File: config.mk
export PLATFORM = sky130hd
export DESIGN_NAME = mtc_trigger_ctrl
export DESIGN_NICKNAME = d
export VERILOG_FILES = /design/src/mtc_pkg.sv /design/src/mtc_trigger_ctrl.sv
export SDC_FILE = /design/constraint.sdc
export NUM_CORES = 2
export LEC_CHECK = 0
export BUFFER_PORTS_ARGS = -buffer_cell sky130_fd_sc_hd__buf_2
export CORE_MARGIN = 2
export CORE_UTILIZATION = 45
export CTS_CLUSTER_SIZE = 25
export DETAILED_ROUTE_END_ITERATION = 10
export PLACE_DENSITY_LB_ADDON = 0.15
export SLEW_MARGIN = 20
export SYNTH_ARGS = -nofsm -noshare
export SYNTH_HDL_FRONTEND = slang
export SYNTH_SLANG_ARGS = --single-unit
File: constraint.sdc
create_clock -name core_clk_in -period 34.1 [get_ports core_clk_in]
set_input_delay 5.115 -clock core_clk_in [delete_from_list [all_inputs] [get_ports core_clk_in]]
set_output_delay 5.115 -clock core_clk_in [all_outputs]
set_load 0.05 [all_outputs]
File: src/mtc_pkg.sv
// How it works
// - with relative mode on, each result is raw reading minus preset offset
// - the clear command sets the preset offset to zero
// - the capture command loads the latest raw reading as preset offset
// - after reset the mode is automatic and triggering runs continuously
// - interval minimum and default follow speed 8/50/400 ms, maximum 2000 ms
// - each trigger waits the programmed interval before sampling starts
// - the interval returns to its default at every reset
// - stability looks at the current result and the three before it
// - hold freezes the display when max minus min is within range times reading
// - hold range is one of 0.01%, 0.1%, 1% or 10%
// - while hold is active the DC input resistance is forced to 10M
// - each single trigger takes sample count samples, 1 to 1000, default 1
// - a single command makes one trigger at once
// - a second run command in automatic mode stops and holds a stable reading
// - external trigger is rising, falling, high level or low level sensitive
// - in external mode run and single commands are ignored
// - in external mode each finished acquisition emits an output pulse
// - in external mode a failed limit test also emits an output pulse
// - the output pulse has programmable polarity and width
package mtc_pkg;
	// clock and time base
	localparam int unsigned MTC_CLK_PERIOD_NS = 8;
	localparam int unsigned MTC_NS_PER_MS = 1000000;
	localparam int unsigned MTC_CYC_PER_MS = MTC_NS_PER_MS / MTC_CLK_PERIOD_NS;
	// interval limits in ms
	localparam logic [10:0] MTC_IVL_FAST_MS = 11'h008;
	localparam logic [10:0] MTC_IVL_MID_MS = 11'h032;
	localparam logic [10:0] MTC_IVL_SLOW_MS = 11'h190;
	localparam logic [10:0] MTC_IVL_MAX_MS = 11'h7D0;
	// sample count limits
	localparam logic [9:0] MTC_CNT_MIN = 10'h001;
	localparam logic [9:0] MTC_CNT_MAX = 10'h3E8;
	localparam logic [9:0] MTC_CNT_RST = 10'h001;
	// pulse width in clock cycles
	localparam logic [15:0] MTC_WIDTH_RST = 16'h007D;
	// hold range divisors: 10000, 1000, 100, 10
	localparam logic [13:0] MTC_DIV_R0 = 14'h2710;
	localparam logic [13:0] MTC_DIV_R1 = 14'h03E8;
	localparam logic [13:0] MTC_DIV_R2 = 14'h0064;
	localparam logic [13:0] MTC_DIV_R3 = 14'h000A;
	// register offsets
	localparam logic [2:0] MTC_REG_CTRL = 3'h0;
	localparam logic [2:0] MTC_REG_CMD = 3'h1;
	localparam logic [2:0] MTC_REG_IVL = 3'h2;
	localparam logic [2:0] MTC_REG_CNT = 3'h3;
	localparam logic [2:0] MTC_REG_WIDTH = 3'h4;
	localparam logic [2:0] MTC_REG_OFFSET = 3'h5;
	localparam logic [2:0] MTC_REG_READING = 3'h6;
	localparam logic [2:0] MTC_REG_STATUS = 3'h7;
	// command bit positions
	localparam int MTC_CMD_RUN = 0;
	localparam int MTC_CMD_SINGLE = 1;
	localparam int MTC_CMD_CLEAR = 2;
	localparam int MTC_CMD_CAPTURE = 3;
	// trigger modes, speeds and external conditions
	localparam logic [1:0] MTC_AUTO = 2'h0;
	localparam logic [1:0] MTC_SINGLE = 2'h1;
	localparam logic [1:0] MTC_EXT = 2'h2;
	localparam logic [1:0] MTC_FAST = 2'h0;
	localparam logic [1:0] MTC_MID = 2'h1;
	localparam logic [1:0] MTC_RISE = 2'h0;
	localparam logic [1:0] MTC_FALL = 2'h1;
	localparam logic [1:0] MTC_TRIGGER_ON_HIGH_LEVEL = 2'h2;
	localparam logic [1:0] MTC_TRIGGER_ON_LOW_LEVEL = 2'h3;

	typedef struct packed {
		logic hiz_user;
		logic pol_neg;
		logic [1:0] ext_cond;
		logic relative_offset_mode;
		logic [1:0] hold_range;
		logic hold_en;
		logic [1:0] speed;
		logic [1:0] mode;
	} mtc_ctrl_t;
	// slow speed, automatic mode, all else off
	localparam mtc_ctrl_t MTC_CTRL_RST = 12'h008;

	typedef struct packed {
		logic done;
		logic fail;
		logic signed [31:0] value;
	} mtc_sample_t;

	typedef enum logic [1:0] {S_IDLE, S_DELAY, S_ACQ} mtc_state_t;

	function automatic logic [10:0] mtc_ivl_min(input logic [1:0] speed);
		case (speed)
			MTC_FAST: return MTC_IVL_FAST_MS;
			MTC_MID: return MTC_IVL_MID_MS;
			default: return MTC_IVL_SLOW_MS;
		endcase
	endfunction : mtc_ivl_min

	function automatic logic signed [31:0] mtc_max2(input logic signed [31:0] a, input logic signed [31:0] b);
		return (a > b) ? a : b;
	endfunction : mtc_max2

	function automatic logic signed [31:0] mtc_min2(input logic signed [31:0] a, input logic signed [31:0] b);
		return (a < b) ? a : b;
	endfunction : mtc_min2
endpackage : mtc_pkg

File: src/mtc_trigger_ctrl.sv
// Added by the designer: the plain strobed port and the register offsets.
module mtc_trigger_ctrl
	import mtc_pkg::*;
#(
	parameter int unsigned CYC_PER_MS = MTC_CYC_PER_MS
) (
	// clock and reset
	input wire logic core_clk_in,
	input wire logic rst_in,
	// register port
	input wire logic [2:0] reg_addr_in,
	input wire logic [31:0] reg_wdata_in,
	input wire logic reg_wr_in,
	input wire logic reg_rd_in,
	output logic [31:0] reg_rdata_out,
	// measurement engine
	output logic sample_start_out,
	input wire mtc_sample_t sample_in,
	// external trigger and completion pulse
	input wire logic ext_trig_in,
	output logic completion_pulse_output_out,
	// display and front end
	output logic [31:0] reading_out,
	output logic reading_valid_out,
	output logic dcv_hiz_sel_out
);

	mtc_ctrl_t ctrl_ff;
	mtc_ctrl_t new_ctrl;
	mtc_state_t state_ff;
	logic [10:0] ivl_ff;
	logic [9:0] count_ff;
	logic [15:0] width_ff;
	logic signed [31:0] offset_ff;
	logic signed [31:0] last_raw_ff;
	logic signed [31:0] win_ff [0:2];
	logic [1:0] fill_ff;
	logic running_ff;
	logic stop_req_ff;
	logic held_ff;
	logic [16:0] div_ff;
	logic [10:0] ms_ff;
	logic [9:0] left_ff;
	logic start_ff;
	logic ext_s1_ff;
	logic ext_s2_ff;
	logic ext_s3_ff;
	logic [15:0] pulse_cnt_ff;
	logic pulse_out_ff;
	logic [31:0] rdata_ff;
	logic [31:0] disp_ff;
	logic disp_vld_ff;
	logic hiz_ff;
	logic wr_ctrl;
	logic wr_cmd;
	logic run_cmd;
	logic single_cmd;
	logic ext_hit;
	logic trig;
	logic tick;
	logic ms_done;
	logic done_acq;
	logic stable_now;
	logic pulse_go;
	logic signed [31:0] result;

	// true when the spread of four results is within range times reading
	function automatic logic mtc_stable(input logic signed [31:0] r0, input logic signed [31:0] r1,
		input logic signed [31:0] r2, input logic signed [31:0] r3, input logic [1:0] rng);
		logic signed [31:0] mx;
		logic signed [31:0] mn;
		logic [32:0] diff;
		logic [32:0] mag;
		logic [13:0] div;
		logic [46:0] lhs;
		mx = mtc_max2(mtc_max2(r0, r1), mtc_max2(r2, r3));
		mn = mtc_min2(mtc_min2(r0, r1), mtc_min2(r2, r3));
		diff = {mx[31], mx} - {mn[31], mn};
		mag = r0[31] ? (33'h0 - {r0[31], r0}) : {1'b0, r0};
		// divide range out as a multiply so no divider is needed
		case (rng)
			2'h0: div = MTC_DIV_R0;
			2'h1: div = MTC_DIV_R1;
			2'h2: div = MTC_DIV_R2;
			default: div = MTC_DIV_R3;
		endcase
		lhs = 47'(diff) * 47'(div);
		return lhs <= 47'(mag);
	endfunction : mtc_stable

	// command decode
	assign new_ctrl = mtc_ctrl_t'(reg_wdata_in[$bits(mtc_ctrl_t)-1:0]);
	assign wr_ctrl = reg_wr_in && (reg_addr_in == MTC_REG_CTRL);
	assign wr_cmd = reg_wr_in && (reg_addr_in == MTC_REG_CMD);
	assign run_cmd = wr_cmd && reg_wdata_in[MTC_CMD_RUN] && (ctrl_ff.mode == MTC_AUTO);
	assign single_cmd = wr_cmd && reg_wdata_in[MTC_CMD_SINGLE] && (ctrl_ff.mode == MTC_SINGLE);

	// external trigger synchroniser, stage one feeds only stage two
	always_ff @(posedge core_clk_in) begin
		if (rst_in) begin
			ext_s1_ff <= 1'b0;
			ext_s2_ff <= 1'b0;
			ext_s3_ff <= 1'b0;
		end else begin
			ext_s1_ff <= ext_trig_in;
			ext_s2_ff <= ext_s1_ff;
			ext_s3_ff <= ext_s2_ff;
		end
	end

	// external condition on the synchronised level
	always_comb begin
		case (ctrl_ff.ext_cond)
			MTC_RISE: ext_hit = ext_s2_ff && !ext_s3_ff;
			MTC_FALL: ext_hit = !ext_s2_ff && ext_s3_ff;
			MTC_TRIGGER_ON_HIGH_LEVEL: ext_hit = ext_s2_ff;
			default: ext_hit = !ext_s2_ff;
		endcase
	end

	// trigger sources; a trigger arriving while busy is dropped
	always_comb begin
		trig = 1'b0;
		if (state_ff == S_IDLE) begin
			case (ctrl_ff.mode)
				MTC_AUTO: trig = running_ff;
				MTC_SINGLE: trig = single_cmd;
				MTC_EXT: trig = ext_hit;
				default: trig = 1'b0;
			endcase
		end
	end

	assign tick = (div_ff == 17'(CYC_PER_MS - 1));
	assign ms_done = (ms_ff == ivl_ff);
	assign done_acq = (state_ff == S_ACQ) && sample_in.done;
	assign result = ctrl_ff.relative_offset_mode ? (sample_in.value - offset_ff) : sample_in.value;
	assign stable_now = done_acq && (fill_ff == 2'h3) &&
		mtc_stable(result, win_ff[0], win_ff[1], win_ff[2], ctrl_ff.hold_range);

	// acquisition sequencer: delay in ms ticks, then sample_count samples in single mode, one sample in the other modes
	always_ff @(posedge core_clk_in) begin
		if (rst_in) begin
			state_ff <= S_IDLE;
			div_ff <= 17'h0;
			ms_ff <= 11'h0;
			left_ff <= 10'h0;
			start_ff <= 1'b0;
		end else begin
			start_ff <= 1'b0;
			unique case (state_ff)
				S_IDLE: begin
					if (trig) begin
						state_ff <= S_DELAY;
						div_ff <= 17'h0;
						ms_ff <= 11'h0;
						left_ff <= (ctrl_ff.mode == MTC_SINGLE) ? count_ff : 10'h001;
					end
				end
				S_DELAY: begin
					if (ms_done) begin
						state_ff <= S_ACQ;
						start_ff <= 1'b1;
					end else if (tick) begin
						div_ff <= 17'h0;
						ms_ff <= ms_ff + 11'h1;
					end else begin
						div_ff <= div_ff + 17'h1;
					end
				end
				S_ACQ: begin
					if (sample_in.done) begin
						if (left_ff <= 10'h001) begin
							state_ff <= S_IDLE;
						end else begin
							left_ff <= left_ff - 10'h1;
							start_ff <= 1'b1;
						end
					end
				end
			endcase
		end
	end

	// configuration registers; interval and count are kept within limits
	always_ff @(posedge core_clk_in) begin
		if (rst_in) begin
			ctrl_ff <= MTC_CTRL_RST;
			ivl_ff <= MTC_IVL_SLOW_MS;
			count_ff <= MTC_CNT_RST;
			width_ff <= MTC_WIDTH_RST;
		end else if (reg_wr_in) begin
			case (reg_addr_in)
				MTC_REG_CTRL: begin
					ctrl_ff <= new_ctrl;
					if (new_ctrl.speed != ctrl_ff.speed) begin
						ivl_ff <= mtc_ivl_min(new_ctrl.speed);
					end
				end
				MTC_REG_IVL: begin
					if ((|reg_wdata_in[31:11]) || (reg_wdata_in[10:0] > MTC_IVL_MAX_MS)) begin
						ivl_ff <= MTC_IVL_MAX_MS;
					end else if (reg_wdata_in[10:0] < mtc_ivl_min(ctrl_ff.speed)) begin
						ivl_ff <= mtc_ivl_min(ctrl_ff.speed);
					end else begin
						ivl_ff <= reg_wdata_in[10:0];
					end
				end
				MTC_REG_CNT: begin
					if ((|reg_wdata_in[31:10]) || (reg_wdata_in[9:0] > MTC_CNT_MAX)) begin
						count_ff <= MTC_CNT_MAX;
					end else if (reg_wdata_in[9:0] < MTC_CNT_MIN) begin
						count_ff <= MTC_CNT_MIN;
					end else begin
						count_ff <= reg_wdata_in[9:0];
					end
				end
				MTC_REG_WIDTH: width_ff <= (reg_wdata_in[15:0] == 16'h0) ? 16'h0001 : reg_wdata_in[15:0];
				default: ;
			endcase
		end
	end

	// preset offset: direct write, clear wins over capture
	always_ff @(posedge core_clk_in) begin
		if (rst_in) begin
			offset_ff <= 32'h0;
		end else if (wr_cmd && reg_wdata_in[MTC_CMD_CLEAR]) begin
			offset_ff <= 32'h0;
		end else if (wr_cmd && reg_wdata_in[MTC_CMD_CAPTURE]) begin
			offset_ff <= last_raw_ff;
		end else if (reg_wr_in && (reg_addr_in == MTC_REG_OFFSET)) begin
			offset_ff <= reg_wdata_in;
		end
	end

	// reading window of the three previous results
	always_ff @(posedge core_clk_in) begin
		if (rst_in) begin
			last_raw_ff <= 32'h0;
			win_ff[0] <= 32'h0;
			win_ff[1] <= 32'h0;
			win_ff[2] <= 32'h0;
			fill_ff <= 2'h0;
		end else if (done_acq) begin
			last_raw_ff <= sample_in.value;
			win_ff[0] <= result;
			win_ff[1] <= win_ff[0];
			win_ff[2] <= win_ff[1];
			if (fill_ff != 2'h3) begin
				fill_ff <= fill_ff + 2'h1;
			end
		end
	end

	// continuous run state; a second run asks to stop on a stable reading
	always_ff @(posedge core_clk_in) begin
		if (rst_in) begin
			running_ff <= 1'b1;
			stop_req_ff <= 1'b0;
		end else if (wr_ctrl && (new_ctrl.mode != ctrl_ff.mode)) begin
			running_ff <= (new_ctrl.mode == MTC_AUTO);
			stop_req_ff <= 1'b0;
		end else if (run_cmd) begin
			running_ff <= 1'b1;
			stop_req_ff <= running_ff && !stop_req_ff;
		end else if (stop_req_ff && stable_now) begin
			running_ff <= 1'b0;
			stop_req_ff <= 1'b0;
		end
	end

	// hold flag freezes the display; the stable reading itself is shown
	always_ff @(posedge core_clk_in) begin
		if (rst_in) begin
			held_ff <= 1'b0;
		end else if (stable_now && (ctrl_ff.hold_en || stop_req_ff)) begin
			held_ff <= 1'b1;
		end else if (run_cmd || (wr_ctrl && !new_ctrl.hold_en)) begin
			held_ff <= 1'b0;
		end
	end

	// display register
	always_ff @(posedge core_clk_in) begin
		if (rst_in) begin
			disp_ff <= 32'h0;
			disp_vld_ff <= 1'b0;
		end else begin
			disp_vld_ff <= done_acq && !held_ff;
			if (done_acq && !held_ff) begin
				disp_ff <= result;
			end
		end
	end

	// input resistance: hold overrides the user choice to avoid noise
	always_ff @(posedge core_clk_in) begin
		if (rst_in) begin
			hiz_ff <= 1'b0;
		end else begin
			hiz_ff <= ctrl_ff.hiz_user && !(ctrl_ff.hold_en || held_ff);
		end
	end

	// completion pulse; a new event restarts the width count
	assign pulse_go = (ctrl_ff.mode == MTC_EXT) && (done_acq || sample_in.fail);
	always_ff @(posedge core_clk_in) begin
		if (rst_in) begin
			pulse_cnt_ff <= 16'h0;
			pulse_out_ff <= 1'b0;
		end else begin
			if (pulse_go) begin
				pulse_cnt_ff <= width_ff;
			end else if (pulse_cnt_ff != 16'h0) begin
				pulse_cnt_ff <= pulse_cnt_ff - 16'h1;
			end
			pulse_out_ff <= ctrl_ff.pol_neg ^ (pulse_go || (pulse_cnt_ff > 16'h0001));
		end
	end

	// register read, data valid one cycle after the strobe
	always_ff @(posedge core_clk_in) begin
		if (rst_in) begin
			rdata_ff <= 32'h0;
		end else begin
			rdata_ff <= 32'h0;
			if (reg_rd_in) begin
				case (reg_addr_in)
					MTC_REG_CTRL: rdata_ff <= 32'(ctrl_ff);
					MTC_REG_IVL: rdata_ff <= 32'(ivl_ff);
					MTC_REG_CNT: rdata_ff <= 32'(count_ff);
					MTC_REG_WIDTH: rdata_ff <= 32'(width_ff);
					MTC_REG_OFFSET: rdata_ff <= offset_ff;
					MTC_REG_READING: rdata_ff <= disp_ff;
					MTC_REG_STATUS: rdata_ff <= {28'h0, (state_ff != S_IDLE), held_ff, stop_req_ff, running_ff};
					default: rdata_ff <= 32'h0;
				endcase
			end
		end
	end

	assign reg_rdata_out = rdata_ff;
	assign sample_start_out = start_ff;
	assign completion_pulse_output_out = pulse_out_ff;
	assign reading_out = disp_ff;
	assign reading_valid_out = disp_vld_ff;
	assign dcv_hiz_sel_out = hiz_ff;
endmodule : mtc_trigger_ctrl

==> impl_results.md <==
* Outcome: complete, no violations
* Worst-margin pin slew at 1.15 ns
* Fill cell count at 8,006
* Die W at 290 µm
* Cts bufs inserted at 37
* Mux contribution to synthesized area at 5.06%
* DIE HEIGHT at 290 µm
* EDFF count, synth at 96
* Slowest-stage cell, CP: a211o_2
* Net count after synthesis at 5,120
* Max-Cap Viols at 0
* First-pass GRT wire length at 185,000 µm
* Worst-Skew Late Latency at 0.57 ns
* Clock slew at reported path FFs at 0.06 ns
* Register area share after synthesis at 21.2%
* RD Place Congestion at 0.946
* Buffers on Ports at 141
* Main synth FF type: dfxtp_1
* Vias in the first global route at 30,994
* Post-DP HPWL at 95,000 µm
* Final Skew at 0.0496 ns
* Compound-Gate Fraction of Synth Area at 16.1%
* Pin count of the biggest net entering global routing at 111
* Non-Filler Instances at 5,494
* Setup TNS at 0 ns
* DRT Wirelength at 119,000 µm
* Antenna violations before repair at 3
* Worst endpoint data arrival time at 25.49 ns
* Most numerous cell in the Yosys netlist: inv_1
* Setup Buffers After CTS at 0
* GRT overflow at 0
* Clock sink total at 341
* Busiest layer in global routing: met2
* Area grow syn2layout at 8.04%
* CP max stage delay at 0.75 ns
* GR Layer Usage met3 at 2.44%
* Post-cts sizing count at 0
* Grt met2 use at 46.8%
* Adder-Cell Fraction of Synth Area at 28.7%
* M1 GR Usage at 38.8%
* H-tree depth at 2
* Via Count at 31,394
* DR pass1 iterations at 6
* Crit path time final at 24.98 ns
* Via density at 5.71
* Drc violations at 0
* RSZ-0062 raised after global routing: false
* Placed Cells at 5,426
* Largest cells by area after synthesis: fa_1, ha_1, dfxtp_1, edfxtp_1, inv_1
* Crit end category: flop
* Area leader, netlist: fa_1
* Die ar. at 84,100 µm²
* Final slew viol count at 0
* Share of the synthesized area in the top cell type at 15.1%
* 1st-iter DRT viols at 2,330
* Warnings, synthesis at 0
* Global Route Usage Sum at 28.1%
* TritonCTS clock tree: built
* Hold WC Path Type: reg -> reg
* # IOs at 142
* Layout cell share with drive strength beyond 1 at 7.24%
* Post-CTS Hold Fix Bufs at 0
* Final-stage net count at 5,155
* Crit Path Class: in -> reg
* Synth Area in Simple Gates at 18.2%
* Syn Inst Count at 4,370
* Delay-heaviest family, CP: compound AO/OA/AOI/OAI gates
* Startpoint types: input pin
* Most frequent cells after synthesis: inv_1, nand2_1, nor2_1, ha_1, a21oi_1
* Starting Density at 45.6%
* Rel. slew slack at 23.4%
* FF+latch count, synth at 341
* CTS Buffer Depth at 3
* Required time of the critical path at 34.61 ns
* Core Area at 80,700 µm²
* Antenna Violating Nets Remaining at 0
* Clk root buf: clkbuf_16
* Synthesized area per cell at 8.42 µm²
* Fin. Hold Viols at 0
* CP Buf/Inv Count at 9
* Wire per inst at 21.7 µm
* Critical Path Fanout Max at 55
* Xor-xnor portion of the synthesized cell area at 3.57%
* Cell area after synthesis at 36,800 µm²
* Period Utilization, post-route at 73.3%
* Row count at 104
* Largest family of logic cells by synthesized area: adder cells
* Count of cell types in the netlist at 105
* Async SR Flop Fraction at 0%
* Fmax at 40.0 MHz
* Final setup fails at 0
==> metrics by stage <==
stage               hold slack (ns)  setup WS, ns  util, %  instance area, µm²
finish                        0.441          9.12     49.3               39700
global route                  0.461          7.73     49.3               39700
CTS                           0.450          9.43     49.3               39700
detailed placement            0.435          8.96     47.7               38500
global placement              0.427          9.40     47.7               38500
floorplan                     0.414         12.52        -               36800
==> worst paths after layout <==
check                                  start   endpoint  depth (start not counted)  slack, ns
worst max register to register  offset_ff[7]    held_ff                         76      13.37
worst min-delay path               ext_s1_ff  ext_s2_ff                          1       0.44
worst max-delay path            sample_in[0]    held_ff                         77       9.12
worst min register to register     ext_s1_ff  ext_s2_ff                          1       0.44
==> cells in the final DEF (no fill, tap or decap), types with 9 or more instances in the layout <==
| cell type | count |
|---|---|
| mux2i_1 | 160 |
| inv_1 | 509 |
| clkbuf_16 | 40 |
| or3_1 | 21 |
| a21o_1 | 100 |
| xor2_1 | 57 |
| or2_2 | 12 |
| nand3b_1 | 11 |
| o31a_1 | 32 |
| nand4_1 | 56 |
| and4_1 | 10 |
| dfxtp_1 | 244 |
| o21a_1 | 33 |
| o21bai_1 | 15 |
| a211oi_1 | 93 |
| a21oi_1 | 301 |
| a221oi_1 | 9 |
| xnor2_1 | 88 |
| nand2_1 | 447 |
| nand2b_1 | 26 |
| a31oi_1 | 25 |
| o21ai_0 | 138 |
| nand3_1 | 63 |
| fa_1 | 278 |
| ha_1 | 398 |
| a22oi_1 | 35 |
| and3_1 | 22 |
| edfxtp_1 | 96 |
| nor2_1 | 422 |
| o31ai_1 | 12 |
| nor3_1 | 54 |
| mux2_2 | 13 |
| and2_1 | 146 |
| a211o_1 | 9 |
| buf_4 | 42 |
| o211ai_1 | 20 |
| nor4_1 | 27 |
| nor2b_1 | 47 |
| buf_2 | 140 |
==> metal layers <==
| layer | part of all wire, % | routed length (µm) | up-vias |
|---|---|---|---|
| met5 | 0.0059 | 7 | - |
| met2 | 47 | 56200 | 1001 |
| met4 | 3.0 | 3520 | 2 |
| met3 | 5.1 | 6050 | 169 |
| li1 | - | - | 15009 |
| met1 | 45 | 53600 | 15213 |
==> kinds of logic (layout without fill, tap and decap cells) <==
group / Yosys count / count (layout)
flops: 341 / 341
compound gates: 908 / 908
fa+ha+maj: 676 / 676
simple gates: 1415 / 1415
xor+xnor: 147 / 147
other cells: 1 / 2
mux: 182 / 182
buf+inv: 700 / 763
==> registers in the layout, indices dropped and copies added, names as in the netlist, 2 cells and up <==
signal,cells
state_ff,2
width_ff,16
count_ff,10
div_ff,17
fill_ff,2
reading_out,32
left_ff,10
last_raw_ff,32
win_ff,96
offset_ff,32
ctrl_ff,12
ms_ff,11
pulse_cnt_ff,16
ivl_ff,11
reg_rdata_out,32
==> cell type report <==
cell class | instances | area, µm² | share of cell area (%)
inverter | 513 | 1930 | 4.84
timing repair buffer | 183 | 1040 | 2.61
sequential | 341 | 7790 | 19.6
clock inverter | 19 | 188 | 0.472
multi-input combinational | 3329 | 26400 | 66.5
antenna | 1 | 2.50 | 0.00630
clock buffer | 48 | 1060 | 2.67
tap | 1060 | 1330 | 3.34
Power is left out: the tool's default activity adds up to more than one toggle a clock period on the data nets, which glitch-free logic cannot reach.
